## src/hdl/flash_poll_consts.svh

```systemverilog
// Purpose: Constants of the flash status polling controller
// Assumes: 20 MHz core clock, byte-wide flash data bus
// Notes: Bus timing figures are plain defaults, adjust to the part in use
`ifndef FLASH_POLL_CONSTS_SVH
`define FLASH_POLL_CONSTS_SVH

`define FP_CLK_NS 50
`define FP_ACCESS_NS 100
`define FP_WE_PULSE_NS 100
`define FP_RD_CYC ((`FP_ACCESS_NS + `FP_CLK_NS - 1) / `FP_CLK_NS)
`define FP_WE_CYC ((`FP_WE_PULSE_NS + `FP_CLK_NS - 1) / `FP_CLK_NS)
`define FP_SYNC_CYC 2
`define FP_RESET_CMD 8'hf0
`define FP_BIT_POLL 7
`define FP_BIT_TOGGLE 6
`define FP_BIT_TIMEOUT 5

`endif

```

## src/hdl/flash_poll_pkg.sv

```systemverilog
// Purpose: Types of the flash status polling controller
// Assumes: Nothing beyond the constants header
// Notes: State and method types only, numbers live in the header
package flash_poll_pkg;
    typedef enum logic {METHOD_POLLING, METHOD_TOGGLE} poll_method_t;
    typedef enum {PS_IDLE, PS_RD_A, PS_RD_B, PS_VERIFY, PS_RESET_WR} poll_state_t;
    typedef enum {CYC_IDLE, CYC_STROBE, CYC_RECOVER} cyc_state_t;
endpackage : flash_poll_pkg

```

## src/hdl/flash_cycle_if.sv

```systemverilog
// Purpose: Request path from the polling sequencer to the bus cycle engine
// Assumes: Request held until done
// Notes: Done is a one-cycle pulse with read data beside it
`timescale 1ns/1ps
interface flash_cycle_if #(parameter int AW = 21);
    logic req;
    logic write;
    logic [AW-1:0] addr;
    logic [7:0] wdata;
    logic done;
    logic [7:0] rdata;
    modport ctrl(output req, write, addr, wdata, input done, rdata);
    modport eng(input req, write, addr, wdata, output done, rdata);
endinterface : flash_cycle_if

```

## src/hdl/flash_bus_cycle.sv

```systemverilog
// Purpose: Runs single read or write strobe cycles on the flash pins
// Assumes: Flash data pin is asynchronous to core_clk
// Notes: Read strobe is stretched by the synchroniser latency
`timescale 1ns/1ps
`include "flash_poll_consts.svh"
module flash_bus_cycle import flash_poll_pkg::*; #(
    parameter int AW = 21
) (
    // Clock and reset
    input wire logic core_clk,
    input wire logic rst,
    // Sequencer side
    flash_cycle_if.eng bus,
    // Flash pins
    output logic flash_ce_n,
    output logic flash_oe_n,
    output logic flash_we_n,
    output logic [AW-1:0] flash_addr,
    input wire logic [7:0] data_bus_byte_in,
    output logic [7:0] data_bus_byte_out,
    output logic data_bus_byte_oe
);
    localparam logic [3:0] RD_LAST = 4'(`FP_RD_CYC + `FP_SYNC_CYC - 1);
    localparam logic [3:0] WE_LAST = 4'(`FP_WE_CYC - 1);

    cyc_state_t state;
    logic [3:0] cnt;
    logic is_write;
    logic [7:0] dq_meta;
    logic [7:0] dq_sync;

    always_ff @(posedge core_clk or posedge rst) begin
        if (rst) begin
            dq_meta <= 8'h00;
            dq_sync <= 8'h00;
        end else begin
            dq_meta <= data_bus_byte_in;
            dq_sync <= dq_meta;
        end
    end

    always_ff @(posedge core_clk or posedge rst) begin
        if (rst) begin
            state <= CYC_IDLE;
            cnt <= 4'h0;
            is_write <= 1'b0;
            flash_ce_n <= 1'b1;
            flash_oe_n <= 1'b1;
            flash_we_n <= 1'b1;
            flash_addr <= '0;
            data_bus_byte_out <= 8'h00;
            data_bus_byte_oe <= 1'b0;
            bus.done <= 1'b0;
            bus.rdata <= 8'h00;
        end else begin
            bus.done <= 1'b0;
            case (state)
                CYC_IDLE: begin
                    if (bus.req) begin
                        state <= CYC_STROBE;
                        is_write <= bus.write;
                        flash_addr <= bus.addr;
                        flash_ce_n <= 1'b0;
                        flash_oe_n <= bus.write;
                        flash_we_n <= !bus.write;
                        data_bus_byte_out <= bus.wdata;
                        data_bus_byte_oe <= bus.write;
                        cnt <= bus.write ? WE_LAST : RD_LAST;
                    end
                end
                CYC_STROBE: begin
                    if (cnt == 4'h0) begin
                        state <= CYC_RECOVER;
                        flash_ce_n <= 1'b1;
                        flash_oe_n <= 1'b1;
                        flash_we_n <= 1'b1;
                        bus.done <= 1'b1;
                        if (!is_write) begin
                            bus.rdata <= dq_sync;
                        end
                    end else begin
                        cnt <= cnt - 4'h1;
                    end
                end
                CYC_RECOVER: begin
                    // Data held one cycle past the write strobe rise
                    data_bus_byte_oe <= 1'b0;
                    state <= CYC_IDLE;
                end
                default: begin
                    state <= CYC_IDLE;
                end
            endcase
        end
    end

    property p_read_strobe;
        @(posedge core_clk) disable iff (rst)
        $fell(flash_oe_n) |-> !flash_oe_n [*4] ##1 flash_oe_n;
    endproperty
    a_read_strobe: assert property (p_read_strobe) else $error("read strobe length wrong");

    property p_write_data;
        @(posedge core_clk) disable iff (rst)
        !flash_we_n |-> data_bus_byte_oe && flash_oe_n && !flash_ce_n;
    endproperty
    a_write_data: assert property (p_write_data) else $error("write strobe without driven data");
endmodule : flash_bus_cycle

```

## src/hdl/flash_status_poller.sv

```systemverilog
// Purpose: Host-side sequencer that polls a NOR flash for program/erase completion
// Assumes: Caller supplies the address being programmed or inside an erased sector
// Notes: Polling and toggle methods, timeout recheck, reset command on failure
`timescale 1ns/1ps
`include "flash_poll_consts.svh"
module flash_status_poller import flash_poll_pkg::*; #(
    parameter int AW = 21
) (
    // Clock and reset
    input wire logic core_clk,
    input wire logic rst,
    // User command
    input wire logic start,
    input wire logic method,
    input wire logic [AW-1:0] poll_addr,
    input wire logic [7:0] expect_data,
    input wire logic abort,
    // User status
    output logic busy,
    output logic done,
    output logic pass,
    output logic fail,
    output logic [7:0] result_data,
    output logic device_ready,
    // Flash pins
    output logic flash_ce_n,
    output logic flash_oe_n,
    output logic flash_we_n,
    output logic [AW-1:0] flash_addr,
    input wire logic [7:0] data_bus_byte_in,
    output logic [7:0] data_bus_byte_out,
    output logic data_bus_byte_oe,
    input wire logic ready_busy_open_drain
);
    flash_cycle_if #(.AW(AW)) bc();

    poll_state_t state;
    poll_method_t method_q;
    logic [AW-1:0] poll_addr_q;
    logic [7:0] expect_q;
    logic [7:0] first_read;
    logic rechecked;
    logic rb_meta;
    logic rb_sync;

    flash_bus_cycle #(.AW(AW)) u_cycle (
        .core_clk(core_clk),
        .rst(rst),
        .bus(bc),
        .flash_ce_n(flash_ce_n),
        .flash_oe_n(flash_oe_n),
        .flash_we_n(flash_we_n),
        .flash_addr(flash_addr),
        .data_bus_byte_in(data_bus_byte_in),
        .data_bus_byte_out(data_bus_byte_out),
        .data_bus_byte_oe(data_bus_byte_oe)
    );

    // Pin released high means ready or suspended
    always_ff @(posedge core_clk or posedge rst) begin
        if (rst) begin
            rb_meta <= 1'b0;
            rb_sync <= 1'b0;
        end else begin
            rb_meta <= ready_busy_open_drain;
            rb_sync <= rb_meta;
        end
    end
    assign device_ready = rb_sync;

    assign bc.req = (state != PS_IDLE);
    assign bc.write = (state == PS_RESET_WR);
    assign bc.addr = poll_addr_q;
    assign bc.wdata = `FP_RESET_CMD;
    assign busy = (state != PS_IDLE);

    always_ff @(posedge core_clk or posedge rst) begin
        if (rst) begin
            method_q <= METHOD_POLLING;
            poll_addr_q <= '0;
            expect_q <= 8'h00;
        end else if (state == PS_IDLE && start) begin
            method_q <= poll_method_t'(method);
            poll_addr_q <= poll_addr;
            expect_q <= expect_data;
        end
    end

    always_ff @(posedge core_clk or posedge rst) begin
        if (rst) begin
            state <= PS_IDLE;
            first_read <= 8'h00;
            rechecked <= 1'b0;
            done <= 1'b0;
            pass <= 1'b0;
            fail <= 1'b0;
            result_data <= 8'h00;
        end else begin
            done <= 1'b0;
            case (state)
                PS_IDLE: begin
                    if (start) begin
                        // Every start begins at the top of the algorithm
                        state <= PS_RD_A;
                        rechecked <= 1'b0;
                        pass <= 1'b0;
                        fail <= 1'b0;
                    end
                end
                PS_RD_A: begin
                    if (bc.done) begin
                        first_read <= bc.rdata;
                        if (method_q == METHOD_TOGGLE) begin
                            state <= PS_RD_B;
                        end else if (bc.rdata[`FP_BIT_POLL] == expect_q[`FP_BIT_POLL]) begin
                            // Upper bit may settle apart from the rest
                            state <= PS_VERIFY;
                        end else if (bc.rdata[`FP_BIT_TIMEOUT] && !rechecked) begin
                            rechecked <= 1'b1;
                        end else if (bc.rdata[`FP_BIT_TIMEOUT]) begin
                            state <= PS_RESET_WR;
                        end else if (abort) begin
                            state <= PS_IDLE;
                        end
                    end
                end
                PS_RD_B: begin
                    if (bc.done) begin
                        if (bc.rdata[`FP_BIT_TOGGLE] == first_read[`FP_BIT_TOGGLE]) begin
                            state <= PS_VERIFY;
                        end else if (bc.rdata[`FP_BIT_TIMEOUT] && !rechecked) begin
                            // Toggling may have stopped just as timeout rose
                            rechecked <= 1'b1;
                            state <= PS_RD_A;
                        end else if (bc.rdata[`FP_BIT_TIMEOUT]) begin
                            state <= PS_RESET_WR;
                        end else if (abort) begin
                            state <= PS_IDLE;
                        end else begin
                            state <= PS_RD_A;
                        end
                    end
                end
                PS_VERIFY: begin
                    if (bc.done) begin
                        result_data <= bc.rdata;
                        pass <= 1'b1;
                        done <= 1'b1;
                        state <= PS_IDLE;
                    end
                end
                PS_RESET_WR: begin
                    if (bc.done) begin
                        fail <= 1'b1;
                        done <= 1'b1;
                        state <= PS_IDLE;
                    end
                end
                default: begin
                    state <= PS_IDLE;
                end
            endcase
        end
    end

    property p_poll_addr;
        @(posedge core_clk) disable iff (rst)
        bc.req && !bc.write |-> flash_ce_n || flash_addr == poll_addr_q;
    endproperty
    a_poll_addr: assert property (p_poll_addr) else $error("status read away from poll address");

    property p_erase_addr;
        @(posedge core_clk) disable iff (rst)
        !flash_oe_n |-> flash_addr == poll_addr_q;
    endproperty
    a_erase_addr: assert property (p_erase_addr) else $error("read strobe at wrong address");

    property p_next_read_data;
        @(posedge core_clk) disable iff (rst)
        state == PS_VERIFY && bc.done |=> done && pass && result_data == $past(bc.rdata);
    endproperty
    a_next_read_data: assert property (p_next_read_data) else $error("result not from following read");

    property p_recheck_timeout;
        @(posedge core_clk) disable iff (rst)
        $rose(state == PS_RESET_WR) |-> rechecked;
    endproperty
    a_recheck_timeout: assert property (p_recheck_timeout) else $error("failure without recheck");

    property p_toggle_compare;
        @(posedge core_clk) disable iff (rst)
        state == PS_RD_B && bc.done && bc.rdata[`FP_BIT_TOGGLE] == first_read[`FP_BIT_TOGGLE] |=> state == PS_VERIFY;
    endproperty
    a_toggle_compare: assert property (p_toggle_compare) else $error("equal toggle reads not finished");

    property p_array_read_follows;
        @(posedge core_clk) disable iff (rst)
        $rose(state == PS_VERIFY) |-> ##[1:3] !flash_oe_n;
    endproperty
    a_array_read_follows: assert property (p_array_read_follows) else $error("no read after completion");

    property p_reset_command;
        @(posedge core_clk) disable iff (rst)
        done && fail |-> $past(state == PS_RESET_WR) && !pass;
    endproperty
    a_reset_command: assert property (p_reset_command) else $error("failure without reset command");

    property p_reset_data;
        @(posedge core_clk) disable iff (rst)
        !flash_we_n |-> data_bus_byte_out == `FP_RESET_CMD && data_bus_byte_oe;
    endproperty
    a_reset_data: assert property (p_reset_data) else $error("reset command data wrong");

    property p_restart;
        @(posedge core_clk) disable iff (rst)
        state == PS_IDLE && start |=> state == PS_RD_A && !rechecked && !pass && !fail;
    endproperty
    a_restart: assert property (p_restart) else $error("polling not restarted from top");

    c_pass_polling: cover property (@(posedge core_clk) disable iff (rst) done && pass && method_q == METHOD_POLLING);
    c_pass_toggle: cover property (@(posedge core_clk) disable iff (rst) done && pass && method_q == METHOD_TOGGLE);
    c_fail: cover property (@(posedge core_clk) disable iff (rst) done && fail);
    c_abort: cover property (@(posedge core_clk) disable iff (rst) busy && abort ##1 !busy && !done);
endmodule : flash_status_poller

```

## config.mk

```make
export PLATFORM = sky130hd
export DESIGN_NAME = flash_status_poller
export DESIGN_NICKNAME = d
export VERILOG_FILES = /design/src/hdl/flash_poll_pkg.sv /design/src/hdl/flash_cycle_if.sv /design/src/hdl/flash_bus_cycle.sv /design/src/hdl/flash_status_poller.sv
export VERILOG_INCLUDE_DIRS = /design/src /design/src/hdl
export SDC_FILE = /design/constraint.sdc
export NUM_CORES = 1
export LEC_CHECK = 0
export ABC_AREA = 1
export CORE_UTILIZATION = 50
export DETAILED_ROUTE_END_ITERATION = 16
export DONT_BUFFER_PORTS = 1
export GPL_TIMING_DRIVEN = 1
export PLACE_DENSITY = 0.65
export SLEW_MARGIN = 20
export SYNTH_ARGS = -nofsm -noshare
export SYNTH_HDL_FRONTEND = slang
export SYNTH_SLANG_ARGS = --single-unit
export TNS_END_PERCENT = 10
```

## constraint.sdc

```tcl
create_clock -name core_clk -period 8.2 [get_ports core_clk]
set_clock_uncertainty 0.05 [all_clocks]
set_input_delay 1.64 -clock core_clk [delete_from_list [all_inputs] [get_ports core_clk]]
set_output_delay 1.64 -clock core_clk [all_outputs]
set_load 0.01 [all_outputs]
```

### Word level (Yosys, flattened, before mapping)

Cells that the tools add are included.

| word-level totals | value |
|---|---|
| bits in registers | 171 |
| output and inout bits | 46 |
| logic and storage cells | 121 |

| cells by class | value |
|---|---|
| add/sub/neg operators | 1 |
| equal/unequal tests | 23 |
| muxes and demuxes | 44 |
| bitwise operators | 1 |
| reductions and logical operators | 27 |

Operator list:

| cell | number |
|---|---|
| $mux 32 | 11 |
| $pmux 32 s4 | 1 |
| $eq 32x2->1 const B | 3 |
| $logic_not 32->1 | 3 |
| $eq 32x1->1 const B | 2 |
| $pmux 32 s2 | 1 |
| $eq 32x3->1 const B | 1 |
| $eq 32x4->1 const B | 1 |
| $reduce_bool 32->1 | 1 |
| $mux 1 | 17 |
| $reduce_and 3->1 | 5 |
| $ne 2x1->1 const B | 6 |
| $ne 2x2->1 const B | 6 |
| $pmux 1 s2 | 6 |
| $reduce_and 2->1 | 5 |
| $mux 3 | 3 |
| $mux 4 | 2 |
| $pmux 4 s2 | 1 |
| $reduce_bool 2->1 | 4 |
| $reduce_and 7->1 | 1 |
| $reduce_and 6->1 | 1 |
| $ne 5x4->1 const B | 1 |
| $logic_not 4->1 | 1 |
| $ne 4x4->1 const B | 1 |
| other kinds (9) | 12 |

### Longest topological paths before layout

| depth | value |
|---|---|
| depth after elaboration | 7 |
| mapped depth | 9 |

### Hierarchy

Synthesis repeated with hierarchy kept, for this count alone.

| second synthesis, totals | value |
|---|---|
| cells, all modules | 445 |
| area total of the unflattened synthesis | 4135.2 sq um |

Modules (own cells, without submodules):

| module | instances | cells each | area each (sq um) |
|---|---|---|---|
| flash_bus_cycle | 1 | 236 | 2327.2 |
| flash_status_poller | 1 | 209 | 1808.0 |

### Worst setup path before layout

No wires, ideal clock.

| path | value |
|---|---|
| path type | register -> output |
| start | register state[0] |
| end | output busy |
| arrival | 0.715 ns |
| setup slack | 5.795 ns |
| stages on the path, launching flop included | 3 |
| path buffers | 0 |
| path through | dfrtp_1 > nor2_2 > nand2_4 |

| on the way | value |
|---|---|
| cells in the longest elaborated chain, start to end | 1 |

Ends and longest elaborated chain:

| what | line | RTL |
|---|---|---|
| start, declared | flash_status_poller.sv:37 | `poll_state_t state;` |
| start signal, assigned | flash_status_poller.sv:91 | `state <= PS_IDLE;` |
| start signal, assigned | flash_status_poller.sv:104 | `state <= PS_RD_A;` |
| start signal, assigned | flash_status_poller.sv:114 | `state <= PS_RD_B;` |
| $reduce_bool 32->1 | flash_status_poller.sv:75 | `assign busy = (state != PS_IDLE);` |
| end, declared | flash_status_poller.sv:19 | `output logic busy,` |

Every way passes these cells.

### Worst setup path after layout

Ends and elaborated chain as after synthesis.

==> run summary <==
adder-cell share of the synthesized area: 0.627%
Overflow after GRT: 0
Port Buf Inserts: 0
Worst Path Required: 6.51 ns
DRT iter0 DRCs: 109
multiplexer share of the synthesized area: 0%
Syn. warnings: 0
die area: 8340 sq um
worst vdd ir: 203 uV
CTS clk-pin slew, worst paths: 0.10 ns
die height: 91.3 um
Synth Area in Simple Gates: 20.7%
register bit total from synthesis: 99
# DRC: 0
CP arrival: 1.16 ns
most frequent cell after synthesis: nand2_1
average cell area after synthesis: 9.50 sq um
Worst Path Max Fanout: 6
Async SR Flop Fraction: 100%
hold crit path type: reg2reg
Fin Setup TNS: 0 ns
die width: 91.3 um
post-CTS resize count: 0
TritonCTS Buffers: 9
largest net degree at the start of global routing: 69
Final Cell Area: 4200 sq um
Int Pwr: 0.998 mW
Startpoint Class: flop
Synth-to-Final Area Change: 5.33%
switching power: 0.697 mW
status: completed
first drt pass iteration count: 4
cell count of the worst reg-to-reg path: 5
H-tree lvl count: 3
period utilization: 34.7%
antenna-violating nets left: 0
sequential fraction of the synthesis area: 62.2%
Sink Count: 99
Pleak: 2.21 nW
Post-Syn Instances: 420
Clock Tree Buf Depth: 2
fmax: 351 MHz
Placer Congestion: 0.890
post-synthesis cell type count: 28
DR vias/cell: 4.85
placed cell areas: 4000 sq um
max-cap violation count: 0
Final min period: 2.85 ns
RSZ-0062 raised after global routing: no
vias in the first global route: 2535
final wirelength: 6790 um
flip-flop and latch area: 2480 sq um
postcts setup bufs: 0
CTS Root Cell: clkbuf_8
global-route wire length before repair: 11900 um
CTS tree: yes
drt wl/cell: 13.0 um
Final Hold Violating Endpoints: 0
initial antenna violation count: 0
GR Util All Layers: 18.4%
Seq pwr share: 48.0%
Rel. slew slack: 44.1%
Final Power: 1.69 mW
Cells on Worst Hold Path: 0
post-synthesis xor/xnor area fraction: 0%
layout cells sized above 1: 11.6%
Starting Density: 51.6%
NumNets Final: 462
row count: 32
io pins: 89
via count: 2542
Cell Area, Synth: 3990 sq um
Skew-Pair Late Insertion Delay: 0.36 ns
main flop type after synthesis: dfrtp_1
Worst-Margin Slew: 0.838 ns
post-synthesis compound-gate area fraction: 8.37%
Final setup viols: 0
CTS Hold Bufs: 0
filler instances: 679
most instantiated cells after synthesis: nand2_1, dfrtp_1, inv_1
area of the multi-input gates: 1200 sq um
Clock Power Share: 19.0%
DP HPWL: 4580 um
largest family of logic cells by synthesized area: simple AND/OR/NAND/NOR gates
Crit Path Class: reg2out
diode count: 0
Max Slew Vio Count: 0
crit end category: output pin
Post-synth EDFFs: 0
combinational share of power: 32.9%
sw frac: 41.1%
post-synth top area share: 60.2%
synth top area cells: dfrtp_1, nand2_1, inv_1
leading area contributor after synthesis: dfrtp_1
power per cell area: 403 nW/um^2
Placeable Area: 7730 sq um
[final timing paths]
check / from / endpoint / slack, ns
hold / removal: u_cycle.dq_meta[4] / u_cycle.dq_sync[4] / 0.31
setup / recovery: state[0] / busy / 5.35
setup reg to reg: state[0] / u_cycle.data_bus_byte_out[4] / 6.17
hold reg to reg: u_cycle.dq_meta[4] / u_cycle.dq_sync[4] / 0.31
max in group asynchronous: rst / u_cycle.flash_addr[2] / 5.84
min in group asynchronous: rst / rb_meta / 1.08
[layout by cell type, fill, tap and decap left out, types with 2 or more instances in the layout]
cell,count
a21oi_1,4
clkbuf_8,9
conb_1,4
dfrtp_1,96
dfstp_2,3
ha_1,2
inv_1,43
inv_2,3
inv_8,2
nand2_1,159
nand2_4,3
nand3_1,9
nor2_1,15
nor2_2,5
nor3_1,2
o21ai_0,26
o21ai_1,7
o21ai_2,12
o21bai_1,3
[power groups by stage]
| stage | registers [mW] | clock network [mW] | logic [mW] |
|---|---|---|---|
| after floorplan | 0.793 | 0 | 0.500 |
| after global placement | 0.819 | 0 | 0.546 |
| after detailed placement | 0.826 | 0 | 0.566 |
| after CTS | 0.817 | 0.336 | 0.568 |
| after global routing | 0.839 | 0.349 | 0.661 |
| final | 0.814 | 0.322 | 0.558 |
[stage by stage]
| step | cells | hold slack, ns | util, % | setup slack, ns |
|---|---|---|---|---|
| CTS | 524 | 0.307 | 54.4 | 5.32 |
| global placement | 508 | 0.284 | 51.7 | 5.42 |
| finish | 524 | 0.305 | 54.4 | 5.35 |
| floorplan | 423 | 0.281 | - | 3.92 |
| detailed placement | 508 | 0.285 | 51.7 | 5.37 |
| global route | 524 | 0.314 | 54.4 | 5.28 |
[layout make-up]
cell class	instances	area share, %
clock buffer	9	2.95
clock inverter	7	1.96
inverter	47	4.26
multi-input combinational	259	28.6
sequential	99	59.0
tap	102	3.04
timing repair buffer	1	0.179
[flip-flops by register name (all words and copies together) (netlist names), 2 cells and up]
signal	cells
state	3
result_data	8
u_cycle.dq_sync	8
u_cycle.flash_addr	21
bc.addr	21
u_cycle.state	2
u_cycle.bus.rdata	8
u_cycle.dq_meta	8
u_cycle.cnt	4
[cell families (layout without fill, tap and decap cells)]
family | count (synthesis) | in the layout
fa+ha+maj | 2 | 2
simple gates | 198 | 198
other cells | 1 | 4
flops | 99 | 99
compound gates | 55 | 55
buf+inv | 65 | 64
[layer usage]
metal  global-route usage, %  up-vias  share of wire (%)
met5                       0        -                  0
met4                    7.14        0                1.7
met3                    4.86       10                6.4
met2                    29.5       76                 48
met1                    24.2     1187                 44
li1                        -     1269                  -
[critical path, cell delays in order (launching register included)]
cell	delay [ns]
dfrtp_1	0.47
nor2_2	0.20
nand2_4	0.13
No activity file was read; power rests on OpenSTA's default activity.
